### config.mk
export PLATFORM = sky130hd
export DESIGN_NAME = bcu_branch_condition_unit
export DESIGN_NICKNAME = d
export VERILOG_FILES = /design/src/design/bcu_pkg.sv /design/src/design/bcu_branch_condition_unit.sv
export SDC_FILE = /design/constraint.sdc
export NUM_CORES = 1
export LEC_CHECK = 0
export BUFFER_PORTS_ARGS = -buffer_cell sky130_fd_sc_hd__buf_2
export CAP_MARGIN = 5
export CORE_AREA = 2 2 277 279
export CTS_CLUSTER_SIZE = 16
export DETAILED_ROUTE_END_ITERATION = 8
export DIE_AREA = 0 0 279 281
export PLACE_DENSITY = 0.51
export SETUP_SLACK_MARGIN = 0.02
export SLEW_MARGIN = 10
export SYNTH_ARGS = -nofsm -noshare
export SYNTH_HDL_FRONTEND = slang
export SYNTH_SLANG_ARGS = --single-unit
### constraint.sdc
create_clock -name i_core_clk -period 6.9 [get_ports i_core_clk]
set_clock_uncertainty 0.15 [all_clocks]
set_input_delay 1.035 -clock i_core_clk [delete_from_list [all_inputs] [get_ports i_core_clk]]
set_output_delay 1.035 -clock i_core_clk [all_outputs]
set_load 0.01 [all_outputs]
### src/design/bcu_pkg.sv
package bcu_pkg;
  // Condition flag register geometry
  localparam int BCU_FIELD_W = 4;
  localparam int BCU_NUM_FIELDS = 8;
  localparam int BCU_CR_W = 32;
  localparam logic [31:0] BCU_CR_RESET = 32'h0000_0000;
  // Bit positions inside a field, numbered from the field's first bit (bit 32 side)
  localparam int BCU_POS_LESS = 0;
  localparam int BCU_POS_GREATER = 1;
  localparam int BCU_POS_ZERO = 2;
  localparam int BCU_POS_SUMMARY = 3;
  // Record-form codes for the three comparison bits
  localparam logic [2:0] BCU_CODE_NEG = 3'h4;
  localparam logic [2:0] BCU_CODE_POS = 3'h2;
  localparam logic [2:0] BCU_CODE_ZERO = 3'h1;
  // Mode offset for the counter and compare width
  localparam int BCU_MODE64_OFS = 0;
  localparam int BCU_MODE32_OFS = 32;
  // Link increments
  localparam logic [63:0] BCU_LINK_INC16 = 64'h0000_0000_0000_0002;
  localparam logic [63:0] BCU_LINK_INC32 = 64'h0000_0000_0000_0004;
  // Test-bit select widths
  localparam int BCU_WIDE_BI_W = 4;
  localparam int BCU_SHORT_BI_W = 2;

  // Condition flag register operations
  typedef enum logic [2:0] {
    BCU_CR_NONE,
    BCU_CR_MOVE_GPR,
    BCU_CR_MOVE_FIELD,
    BCU_CR_MOVE_FXER,
    BCU_CR_RECORD,
    BCU_CR_COMPARE,
    BCU_CR_BITTEST
  } bcu_cr_op_t;

  // Compare flavour and field-select source
  typedef enum logic [1:0] {
    BCU_CMP_WIDE_SEL,
    BCU_CMP_NORM_SEL,
    BCU_CMP_SHORT
  } bcu_cmp_form_t;

  // Branch target source
  typedef enum logic [1:0] {
    BCU_TGT_REL,
    BCU_TGT_RETURN,
    BCU_TGT_COUNTER
  } bcu_tgt_src_t;

  // Displacement width
  typedef enum logic [1:0] {
    BCU_DISP_LONG,
    BCU_DISP_MID,
    BCU_DISP_SHORT
  } bcu_disp_t;

  // Wide branch option encoding
  typedef enum logic [1:0] {
    BCU_BO_FALSE = 2'h0,
    BCU_BO_TRUE = 2'h1,
    BCU_BO_DEC_NZ = 2'h2,
    BCU_BO_DEC_Z = 2'h3
  } bcu_bo_t;

  // Branch kinds
  typedef enum logic [2:0] {
    BCU_BR_NONE,
    BCU_BR_UNCOND,
    BCU_BR_WIDE_COND,
    BCU_BR_SHORT_COND,
    BCU_BR_SERVICE,
    BCU_BR_INT_RETURN
  } bcu_br_kind_t;
endpackage

### src/design/bcu_branch_condition_unit.sv
// Behaviour
// Condition flags are eight 4-bit fields, bits 32 to 63, field zero first.
// Fields load from general register under mask, another field, or exception bits 32-35.
// Record forms write 100 negative, 010 positive, 001 zero, plus summary overflow.
// Zero compare uses 64 bits in 64-bit mode, low 32 bits in 32-bit mode.
// Undefined result may leave field zero comparison bits undefined.
// Field zero bits flag negative, positive, zero, and final summary overflow.
// Compares write less, greater, equal, overflow into chosen field; short forms use field zero.
// Wide immediate compares take field number from the wide field select.
// Short bit test immediate updates field zero.
// Branch target least significant bit is forced to zero.
// Target is address plus displacement, return address, or loop counter.
// Save-return writes next instruction address to return register, taken or not.
// Wide branches test bits 32-47 only; short branches test bits 32-35 only.
// Tested bit is condition bit at test-bit select plus 32.
// Counter decrement spans 64 bits in 64-bit mode, low 32 in 32-bit mode.
// Wide option picks false, true, decrement-nonzero or decrement-zero branching.
// Short option 0 branches on false, 1 branches on true.
// Short service call and interrupt returns act as their standard forms.
// Return address is instruction address plus 2 for short, plus 4 for wide.
// Displacements of 24, 15, 8 bits get a zero appended, sign-extend, add.
// Register-sourced targets use bits 0-62 with zero appended, bit 62 unmasked.
// Wide option encoding 00 false, 01 true, 10 decrement nonzero, 11 decrement zero.
`timescale 1ns/1ps
`default_nettype none
module bcu_branch_condition_unit
  import bcu_pkg::*;
#(
  parameter int ADDR_W = 64 // Instruction address width
) (
  input wire logic i_core_clk, // Core clock
  input wire logic i_reset, // Synchronous reset, high
  input wire logic i_mode64, // 1 for 64-bit mode
  // Condition flag register operations
  input wire logic i_cr_valid, // Condition op strobe
  input wire bcu_cr_op_t i_cr_op, // Condition op kind
  input wire logic [31:0] i_gpr_value, // Source general register low word
  input wire logic [7:0] i_field_mask, // Field mask, bit 7 is field zero
  input wire logic [2:0] i_src_field, // Source field for field copy
  input wire logic [2:0] i_dst_field, // Destination field (normal select)
  input wire logic [1:0] i_wide_field_select, // Destination for wide immediate compares
  input wire bcu_cmp_form_t i_cmp_form, // Compare field-select form
  input wire logic i_cmp_signed, // Signed compare ordering
  input wire logic [63:0] i_op_a, // Compare left operand / record result
  input wire logic [63:0] i_op_b, // Compare right operand
  input wire logic i_result_undef, // Result partly undefined
  input wire logic i_bit_test_hit, // Bit test outcome (nonzero)
  input wire logic [3:0] i_fixed_point_exception_reg, // Exception bits 32..35
  input wire logic i_summary_ovf, // Summary overflow at completion
  // Branch operations
  input wire logic i_br_valid, // Branch strobe
  input wire bcu_br_kind_t i_br_kind, // Branch kind
  input wire bcu_tgt_src_t i_tgt_src, // Target source
  input wire bcu_disp_t i_disp_kind, // Displacement width
  input wire logic [23:0] i_disp, // Displacement, low-aligned
  input wire logic [ADDR_W-1:0] i_insn_addr, // Branch instruction address
  input wire logic i_insn_short, // 16-bit instruction
  input wire logic i_save_return_flag, // Link requested
  input wire logic [3:0] i_wide_test_bit_select, // Wide test bit select
  input wire logic [1:0] i_short_test_bit_select, // Short test bit select
  input wire bcu_bo_t i_wide_branch_option, // Wide branch option
  input wire logic i_short_branch_option, // Short branch option
  input wire logic [ADDR_W-1:0] i_save_restore_addr0, // Save/restore address 0
  input wire logic [ADDR_W-1:0] i_service_vector, // Service call vector
  input wire logic i_lr_wr, // Software write of return register
  input wire logic i_ctr_wr, // Software write of loop counter
  input wire logic [ADDR_W-1:0] i_spr_wdata, // Software write data
  output logic [31:0] o_condition_flags, // Condition flag register
  output logic [ADDR_W-1:0] o_return_address_reg, // Return address register
  output logic [ADDR_W-1:0] o_loop_counter_reg, // Loop counter register
  output logic o_br_taken, // Redirect fetch (registered pulse)
  output logic [ADDR_W-1:0] o_br_target, // Redirect address
  output logic o_service_call, // Service call raised (pulse)
  output logic o_int_return // Interrupt return performed (pulse)
);

  // Architected state and the branch datapath around it
  logic [31:0] cr_r;
  logic [31:0] cr_nxt;
  logic [ADDR_W-1:0] lr_r;
  logic [ADDR_W-1:0] ctr_r;
  logic [ADDR_W-1:0] ctr_dec;
  logic [ADDR_W-1:0] tgt_raw;
  logic [ADDR_W-1:0] disp_ext;
  logic [ADDR_W-1:0] link_addr;
  logic [3:0] cmp_code;
  logic [2:0] rec_code;
  logic [2:0] dest_field;
  logic ctr_zero;
  logic cond_bit;
  logic take;
  logic dec_ctr;
  logic taken_r;
  logic [ADDR_W-1:0] target_r;
  logic svc_r;
  logic iret_r;

  // Field n occupies bits 32+4n..35+4n; packed index 31 is bit 32
  function automatic logic [31:0] put_field(input logic [31:0] cr, input logic [2:0] f,
                                            input logic [3:0] v);
    logic [31:0] res;
    res = cr;
    res[31-4*f -: 4] = v;
    return res;
  endfunction

  // Record form: signed zero compare on full or low word
  always_comb begin
    logic signed [63:0] s64;
    logic signed [31:0] s32;
    s64 = i_op_a;
    s32 = i_op_a[31:0];
    if (i_mode64) begin
      rec_code = (s64 < 0) ? BCU_CODE_NEG : ((s64 > 0) ? BCU_CODE_POS : BCU_CODE_ZERO);
    end else begin
      rec_code = (s32 < 0) ? BCU_CODE_NEG : ((s32 > 0) ? BCU_CODE_POS : BCU_CODE_ZERO);
    end
  end

  // Compare flags; width follows mode, ordering follows instruction
  always_comb begin
    logic lt;
    logic gt;
    logic signed [63:0] a64;
    logic signed [63:0] b64;
    // Defaults first so no path can infer a latch
    lt = 1'b0;
    gt = 1'b0;
    a64 = i_mode64 ? i_op_a : {{32{i_op_a[31]}}, i_op_a[31:0]};
    b64 = i_mode64 ? i_op_b : {{32{i_op_b[31]}}, i_op_b[31:0]};
    if (i_cmp_signed) begin
      lt = a64 < b64;
      gt = a64 > b64;
    end else if (i_mode64) begin
      lt = i_op_a < i_op_b;
      gt = i_op_a > i_op_b;
    end else begin
      lt = i_op_a[31:0] < i_op_b[31:0];
      gt = i_op_a[31:0] > i_op_b[31:0];
    end
    cmp_code = {lt, gt, ~lt & ~gt, i_summary_ovf};
  end

  // Destination field of a compare
  always_comb begin
    unique case (i_cmp_form)
      BCU_CMP_WIDE_SEL: dest_field = {1'b0, i_wide_field_select};
      BCU_CMP_NORM_SEL: dest_field = i_dst_field;
      BCU_CMP_SHORT: dest_field = 3'h0;
      default: dest_field = 3'h0;
    endcase
  end

  // Next condition flag value
  always_comb begin
    cr_nxt = cr_r;
    if (i_cr_valid) begin
      unique case (i_cr_op)
        BCU_CR_MOVE_GPR: begin
          // Fields whose mask bit is clear keep their old value
          for (int f = 0; f < BCU_NUM_FIELDS; f++) begin
            if (i_field_mask[7-f]) begin
              cr_nxt[31-4*f -: 4] = i_gpr_value[31-4*f -: 4];
            end
          end
        end
        BCU_CR_MOVE_FIELD: cr_nxt = put_field(cr_r, i_dst_field, cr_r[31-4*i_src_field -: 4]);
        BCU_CR_MOVE_FXER: cr_nxt = put_field(cr_r, i_dst_field, i_fixed_point_exception_reg);
        // Undefined results keep old compare bits; only overflow updates
        BCU_CR_RECORD: cr_nxt = put_field(cr_r, 3'h0,
            i_result_undef ? {cr_r[31:29], i_summary_ovf} : {rec_code, i_summary_ovf});
        BCU_CR_COMPARE: cr_nxt = put_field(cr_r, dest_field, cmp_code);
        BCU_CR_BITTEST: cr_nxt = put_field(cr_r, 3'h0,
            {(i_bit_test_hit ? BCU_CODE_POS : BCU_CODE_ZERO), i_summary_ovf});
        default: cr_nxt = cr_r;
      endcase
    end
  end

  // Condition flag register
  always_ff @(posedge i_core_clk) begin
    if (i_reset) begin
      cr_r <= BCU_CR_RESET;
    end else begin
      cr_r <= cr_nxt;
    end
  end

  // Tested bit: select plus 32; short form only reaches field zero
  always_comb begin
    if (i_br_kind == BCU_BR_SHORT_COND) begin
      cond_bit = cr_r[31 - {3'h0, i_short_test_bit_select}];
    end else begin
      cond_bit = cr_r[31 - {1'b0, i_wide_test_bit_select}];
    end
  end

  // Counter decrement and zero test over mode width
  assign ctr_dec = ctr_r - {{(ADDR_W-1){1'b0}}, 1'b1};
  assign ctr_zero = i_mode64 ? (ctr_dec == '0) : (ctr_dec[31:0] == 32'h0000_0000);

  // Taken decision
  always_comb begin
    take = 1'b0;
    dec_ctr = 1'b0;
    unique case (i_br_kind)
      BCU_BR_UNCOND, BCU_BR_SERVICE, BCU_BR_INT_RETURN: take = 1'b1;
      BCU_BR_WIDE_COND: begin
        unique case (i_wide_branch_option)
          BCU_BO_FALSE: take = ~cond_bit;
          BCU_BO_TRUE: take = cond_bit;
          BCU_BO_DEC_NZ: begin
            dec_ctr = 1'b1;
            take = ~ctr_zero;
          end
          BCU_BO_DEC_Z: begin
            dec_ctr = 1'b1;
            take = ctr_zero;
          end
        endcase
      end
      BCU_BR_SHORT_COND: take = i_short_branch_option ? cond_bit : ~cond_bit;
      default: take = 1'b0;
    endcase
  end

  // Sign-extended displacement with appended zero
  always_comb begin
    unique case (i_disp_kind)
      BCU_DISP_LONG: disp_ext = ADDR_W'({{(ADDR_W-25){i_disp[23]}}, i_disp[23:0], 1'b0});
      BCU_DISP_MID: disp_ext = ADDR_W'({{(ADDR_W-16){i_disp[14]}}, i_disp[14:0], 1'b0});
      BCU_DISP_SHORT: disp_ext = ADDR_W'({{(ADDR_W-9){i_disp[7]}}, i_disp[7:0], 1'b0});
      default: disp_ext = '0;
    endcase
  end

  // Raw target; register sources keep bit 62 (alignment only drops bit 63)
  always_comb begin
    if (i_br_kind == BCU_BR_SERVICE) begin
      tgt_raw = i_service_vector;
    end else if (i_br_kind == BCU_BR_INT_RETURN) begin
      tgt_raw = i_save_restore_addr0;
    end else begin
      unique case (i_tgt_src)
        BCU_TGT_REL: tgt_raw = i_insn_addr + disp_ext;
        BCU_TGT_RETURN: tgt_raw = lr_r;
        BCU_TGT_COUNTER: tgt_raw = ctr_r;
        default: tgt_raw = i_insn_addr;
      endcase
    end
  end

  // Link address wraps silently at the top of the address space
  assign link_addr = i_insn_addr + ADDR_W'(i_insn_short ? BCU_LINK_INC16 : BCU_LINK_INC32);

  // Return address register; target already formed from old value
  always_ff @(posedge i_core_clk) begin
    if (i_reset) begin
      lr_r <= '0;
    end else if (i_br_valid && i_save_return_flag &&
                 i_br_kind != BCU_BR_SERVICE && i_br_kind != BCU_BR_INT_RETURN) begin
      lr_r <= link_addr;
    end else if (i_lr_wr) begin
      lr_r <= i_spr_wdata;
    end
  end

  // Loop counter; 32-bit mode decrement leaves high word untouched
  always_ff @(posedge i_core_clk) begin
    if (i_reset) begin
      ctr_r <= '0;
    end else if (i_br_valid && dec_ctr) begin
      if (i_mode64) begin
        ctr_r <= ctr_dec;
      end else begin
        ctr_r <= {ctr_r[ADDR_W-1:32], ctr_dec[31:0]};
      end
    end else if (i_ctr_wr) begin
      ctr_r <= i_spr_wdata;
    end
  end

  // Redirect outputs, one cycle after the branch
  always_ff @(posedge i_core_clk) begin
    if (i_reset) begin
      taken_r <= 1'b0;
      target_r <= '0;
      svc_r <= 1'b0;
      iret_r <= 1'b0;
    end else begin
      taken_r <= i_br_valid && take;
      target_r <= {tgt_raw[ADDR_W-1:1], 1'b0};
      svc_r <= i_br_valid && i_br_kind == BCU_BR_SERVICE;
      iret_r <= i_br_valid && i_br_kind == BCU_BR_INT_RETURN;
    end
  end

  // Outputs come straight from flip-flops
  assign o_condition_flags = cr_r;
  assign o_return_address_reg = lr_r;
  assign o_loop_counter_reg = ctr_r;
  assign o_br_taken = taken_r;
  assign o_br_target = target_r;
  assign o_service_call = svc_r;
  assign o_int_return = iret_r;

  // Checks on the registered results, one cycle after each request
  a_target_aligned: assert property (@(posedge i_core_clk) disable iff (i_reset)
    o_br_taken |-> o_br_target[0] == 1'b0) else $error("branch target odd");
  a_record_zero: assert property (@(posedge i_core_clk) disable iff (i_reset)
    i_cr_valid && i_cr_op == BCU_CR_RECORD && !i_result_undef && !i_mode64
      && i_op_a[31:0] == 32'h0000_0000 |=> o_condition_flags[31:29] == 3'b001)
    else $error("record zero code wrong");
  a_record_ovf: assert property (@(posedge i_core_clk) disable iff (i_reset)
    i_cr_valid && i_cr_op == BCU_CR_RECORD |=> o_condition_flags[28] == $past(i_summary_ovf))
    else $error("summary overflow not copied");
  a_short_cmp_f0: assert property (@(posedge i_core_clk) disable iff (i_reset)
    i_cr_valid && i_cr_op == BCU_CR_COMPARE && i_cmp_form == BCU_CMP_SHORT
      |=> o_condition_flags[27:0] == $past(cr_r[27:0]))
    else $error("short compare touched other field");
  a_link_value: assert property (@(posedge i_core_clk) disable iff (i_reset)
    i_br_valid && i_save_return_flag && i_insn_short && i_br_kind == BCU_BR_UNCOND
      |=> o_return_address_reg == $past(i_insn_addr) + BCU_LINK_INC16)
    else $error("short link address wrong");
  a_link_untaken: assert property (@(posedge i_core_clk) disable iff (i_reset)
    i_br_valid && i_save_return_flag && !i_insn_short && i_br_kind == BCU_BR_WIDE_COND
      |=> o_return_address_reg == $past(i_insn_addr) + BCU_LINK_INC32)
    else $error("wide link address wrong");
  a_ctr_decrement: assert property (@(posedge i_core_clk) disable iff (i_reset)
    i_br_valid && i_br_kind == BCU_BR_WIDE_COND && i_wide_branch_option[1] && !i_mode64
      |=> o_loop_counter_reg[31:0] == $past(ctr_r[31:0]) - 32'h0000_0001)
    else $error("counter not decremented");
  a_short_option: assert property (@(posedge i_core_clk) disable iff (i_reset)
    i_br_valid && i_br_kind == BCU_BR_SHORT_COND
      |=> o_br_taken == ($past(i_short_branch_option) == $past(cr_r[31 - i_short_test_bit_select])))
    else $error("short branch decision wrong");
  a_counter_target: assert property (@(posedge i_core_clk) disable iff (i_reset)
    i_br_valid && i_br_kind == BCU_BR_UNCOND && i_tgt_src == BCU_TGT_COUNTER
      |=> o_br_target[ADDR_W-1:1] == $past(ctr_r[ADDR_W-1:1]))
    else $error("counter target wrong");
endmodule // bcu_branch_condition_unit
`default_nettype wire

### After elaboration in Yosys (flattened, before gate mapping)

Index checks and enable logic that the tools add are counted.

* flip-flop bits (word level): 227
* input port bits: 494
* output and inout port bits: 227
* word-level logic and storage cells: 159

* add/sub/neg operators: 10
* order comparisons: 12
* eq/ne operators: 31
* shift-type cells: 6
* muxes and demuxes: 47
* bitwise logic cells: 7
* reduce and logical (&&, ||, !) cells: 29

Operators by type and width (number)
* 64-bit two-way mux: 9
* 64-bit case mux with 3 select lines: 2
* 32-bit case mux with 6 select lines: 1
* 64-bit > comparator: 2
* 64-bit < comparator: 2
* 4-bit by 34-bit indexed part select with 35-bit output: 3
* 32-bit bitwise mux: 3
* 4-bit by 34-bit variable shift with 35-bit output (first input constant): 2
* 32-bit negation with 34-bit output: 2
* 64-bit by 3-bit adder with 64-bit output: 1
* 64-bit adder: 1
* 64-bit by 1-bit > comparator with 1-bit output (second input constant): 1
* 64-bit logical NOT: 1
* 32-bit by 6-bit < comparator with 1-bit output (second input constant): 2
* 64-bit by 1-bit < comparator with 1-bit output (second input constant): 1
* 64-bit by 1-bit subtractor with 64-bit output (second input constant): 1
* 4-bit two-way mux: 9
* 5-bit AND reduction: 7
* 35-bit by 33-bit indexed part select with 4-bit output: 1
* 32-bit by 1-bit > comparator with 1-bit output (second input constant): 1
* 32-bit > comparator: 1
* 32-bit logical NOT: 1
* 32-bit by 1-bit < comparator with 1-bit output (second input constant): 1
* 32-bit < comparator: 1
* other kinds (29): 86

### Depth between registers and ports, before layout

* word-level depth: 8
* mapped depth: 18
* depth with buffers taken out: 15

### Worst setup path before layout

OpenSTA, ideal clock, no wires.

* path kind: input to register
* from: in i_disp_kind[1]
* to: reg target_r[62], in the netlist o_br_target[62]
* library setup time: 0.124 ns
* arrival: 4.877 ns
* required time: 6.626 ns
* setup slack: 1.749 ns
* stages: 15
* buffers on the path: 2
* cells stage by stage: clkbuf_1 > nor2_1 > a21o_1 > ha_1 > clkbuf_1 > a2111oi_0 > o2111ai_1 > nand3_1 > nand3_1 > a2111oi_0 > o21ai_0 > a22oi_1 > o21ai_0 > mux2i_1 > o21ai_0

* cells in the longest elaborated chain, start to end: 6
* elaborated cells on any way between the ends: 8
* classes of those cells: add/sub: 1; eq/ne: 2; mux: 4; reduce/logical: 1

RTL lines
* start: declaration: line bcu_branch_condition_unit.sv:54 `input wire bcu_disp_t i_disp_kind,`
* 2-bit == test (tied with other cells): line bcu_branch_condition_unit.sv:229 `unique case (i_disp_kind)`
* 64-bit case mux with 3 select lines *: line bcu_branch_condition_unit.sv:229
* 64-bit adder *: line bcu_branch_condition_unit.sv:245 `BCU_TGT_REL: tgt_raw = i_insn_addr + disp_ext;`
* 64-bit case mux with 3 select lines *: line bcu_branch_condition_unit.sv:244 `unique case (i_tgt_src)`
* 64-bit two-way mux *: line bcu_branch_condition_unit.sv:241 `end else if (i_br_kind == BCU_BR_INT_RETURN) begin`
* 64-bit two-way mux *: line bcu_branch_condition_unit.sv:239 `if (i_br_kind == BCU_BR_SERVICE) begin`
* end signal: assignment: line bcu_branch_condition_unit.sv:292 `target_r <= {tgt_raw[ADDR_W-1:1], 1'b0};`
* end: declaration: line bcu_branch_condition_unit.sv:94 `logic [ADDR_W-1:0] target_r;`

Mark *: on every way between the ends. The rest lies on a longest branch, timed or not.
A chain may end at the register's enable or synchronous reset.

### Worst setup path after layout

* from: in i_disp_kind[1]
* to: reg target_r[52], in the netlist o_br_target[52]

The elaborated chain is that of the path after synthesis.

==> impl_metrics.ini <==
[status]
status = completed

[synthesis]
avgSynthCellArea_um2 = 7.421
ys_seq_area_share_pct = 19.76
ys_ff_latch = 226
async_flop_share_pct = 0
netlist_area_um2 = 22890
synth-main-ff-cell = dfxtp_1
synth_fp_nets = 3743
ys_types = 85
synthCells = 3085
synth_edf_count = 0
yosysWarnings = 0

[setup_path]
critPathCapture = o_br_target[52]
start_kind = input pin
crit_type = input pin to flip-flop
r2r_start = o_loop_counter_reg[1]
rr_worst_depth = 12
r2r-end = o_br_taken
path_max_fanout = 11
cp.required_ns = 7.20
arrival_ns = 5.46
worstSetupStartpoint = i_disp_kind[1]
cp-end-kind = flip-flop
rrSetupSlack_ns = 2.02

[floorplan]
die_area_um2 = 78400
io_pins = 721
die_w_um = 279
die_h_um = 281
fp.coreArea_um2 = 75440
rows = 101
initial_core_util_pct = 30.34

[routing]
route.antenna.remaining_nets = 0
first_iter_violations = 2489
via_per_inst = 5.809
wire_per_inst_um = 24.99
drt-pass1-iter-count = 6
routed_wl_um = 117200
vias = 27230
drc_errors = 0

[timing]
slew_headroom_pct = 28.31
period_needed_ns = 5.165
finalSetupTns_ns = 0
finalHoldViolations = 0
whs_ns = 0.3827
clock.fmax_mhz = 193.6
finalSetupViolCount = 0
drv_slew = 0
rsz0062_at_grt = no
fin_crit_sh_pct = 74.85
worstMarginPinSlew_ns = 1.068

[layout]
layout.nets = 4334
seqCellArea_um2 = 4524
num-fill-cells = 8190
finish.instance_area_um2 = 28340
area_growth_pct = 23.80
drive_gt1_share_pct = 23.99
multi_input_area_um2 = 17160

[clock_network]
clk_pin_slew_ns = 0.06
tritoncts = built
cts_root_buf = clkbuf_16
cts.repair.resized = 0
cts.htree.levels = 2
clkLatencyLatePin_ns = 0.55
numCtsBuffers = 34
ctsHoldBuffers = 0
clockBufferDepth = 3
postCtsSetupBuffers = 0
clock_sinks = 226

[pwr]
p_per_area_nw_per_um2 = 183.1
vdd_drop_max_mv = 0.1208
p_leak_nw = 12.98
fin_total_pwr_w = 0.005189

[global_route]
grt_pass1_wl_um = 169200
grt_pass1_vias = 25460
antenna_found_initial = 18
grt_max_degree = 137
grt_util_all_layers_pct = 28.55
globalRouteOverflowTotal = 0

[place]
placed_cell_area_um2 = 27240
place.gp.congestion = 0.9510
portBuffers = 717
hpwl_um = 93590

[min_path]
hp-class = flip-flop to flip-flop

[job]
max-cap-violations = 0
## report_power, final
part / switching, W / total (W) / internal [W]
registers: 0.000153 / 0.00157 / 0.00142
logic: 0.00114 / 0.00188 / 0.000740
clock network: 0.000713 / 0.00174 / 0.00103
total: 0.00201 / 0.00519 / 0.00318
## synth_stat cells, types with 19 or more instances
cell / n / area [µm²]
nand4_1: 67 / 419.2
nand2_1: 261 / 979.7
clkbuf_1: 170 / 638.1
a21o_1: 69 / 518.0
o211ai_1: 19 / 142.6
nand2b_1: 39 / 244.0
a211oi_1: 109 / 818.3
a21oi_1: 274 / 1371
buf_1: 21 / 78.83
a221o_1: 20 / 200.2
inv_1: 119 / 446.7
a221oi_1: 36 / 315.3
nand3_1: 91 / 455.4
mux4_2: 37 / 833.3
nor2b_1: 21 / 131.4
o21a_1: 24 / 180.2
mux2i_1: 155 / 1551
and2_1: 24 / 150.1
nor4_1: 48 / 300.3
xnor2_1: 94 / 823.3
and3_1: 54 / 337.8
a31oi_1: 30 / 187.7
ha_1: 162 / 2027
o21ai_0: 199 / 996.0
xor2_1: 40 / 350.3
dfxtp_1: 226 / 4524
nor3_1: 83 / 415.4
nor2_1: 331 / 1242
o22ai_1: 28 / 175.2
## how the worst min path moves through the flow
stage	start	to	depth (start not counted)
finish	o_condition_flags[3]	o_condition_flags[3]	2
CTS	o_condition_flags[3]	o_condition_flags[3]	2
detailed placement	o_condition_flags[3]	o_condition_flags[3]	2
global route	o_condition_flags[3]	o_condition_flags[3]	2
floorplan	o_return_address_reg[11]	o_br_target[11]	2
global placement	o_return_address_reg[11]	o_br_target[11]	2
## worst max-delay path, cell delays in order
cell	delay (ns)
buf_2	0.17
nand2_1	0.24
and2_1	0.25
ha_1	0.34
o21ai_0	0.15
o21ai_0	0.69
a211oi_1	0.26
o31a_1	0.42
a21o_1	0.25
o21ai_0	0.76
a31o_2	0.30
xnor2_1	0.20
o21ai_0	0.13
o31a_1	0.26
## final cells by class
| class | instances | area share [%] |
|---|---|---|
| multi-input cells | 2541 | 60.54 |
| clock inverters | 11 | 0.3046 |
| repair buffers | 754 | 13.73 |
| well taps | 978 | 4.317 |
| diodes | 12 | 0.1060 |
| flip-flops and latches | 226 | 15.96 |
| clock buffers | 47 | 3.461 |
| inverters | 119 | 1.576 |
## through the flow
stage | setup slack [ns] | util, % | std cells
after global placement | 1.342 | 36.11 | 4618
after detailed placement | 1.417 | 36.11 | 4618
after CTS | 1.957 | 37.53 | 4676
after floorplan | 1.749 | - | 3085
final | 1.735 | 37.57 | 4688
after global routing | 1.565 | 37.56 | 4687
## cells by family (layout without fill, tap and decap cells)
logic type               Yosys count  after routing  share of synthesized area (%)
AND/OR/NAND/NOR                 1105           1105                          23.44
AO/OA/AOI/OAI                    932            932                          26.03
buffers and inverters            318            931                          5.416
flip-flops                       226            226                          19.76
multiplexers                     205            205                          11.19
adder cells (fa/ha/maj)          164            164                          9.029
XOR/XNOR                         134            134                          5.127
other                              1             13                        0.01638
## metal layers
metal,part of all wire (%),global-route usage (%),vias to the layer above
met1,41,36.02,13000
met5,0.044,0,-
met4,3.9,11.30,8
li1,-,-,12720
met3,8.6,6.010,222
met2,47,47.43,1277
## placed cells by master (no fill, tap or decap), types with 20 or more instances in the layout
cell type | netlist | routed
a211oi_1 | 109 | 109
a21o_1 | 69 | 69
a21oi_1 | 274 | 274
a221o_1 | 20 | 20
a221oi_1 | 36 | 36
a31oi_1 | 30 | 30
and2_1 | 24 | 24
and3_1 | 54 | 54
buf_2 | 1 | 713
buf_4 | 3 | 39
clkbuf_16 | 0 | 35
dfxtp_1 | 226 | 226
ha_1 | 162 | 162
inv_1 | 119 | 118
mux2i_1 | 155 | 155
mux4_2 | 37 | 37
nand2_1 | 261 | 261
nand2b_1 | 39 | 39
nand3_1 | 91 | 90
nand4_1 | 67 | 67
nor2_1 | 331 | 329
nor2b_1 | 21 | 20
nor3_1 | 83 | 83
nor4_1 | 48 | 48
o21a_1 | 24 | 24
o21ai_0 | 199 | 199
o22ai_1 | 28 | 28
xnor2_1 | 94 | 94
xor2_1 | 40 | 40
Note: power is estimated with default switching activity, not from simulation.
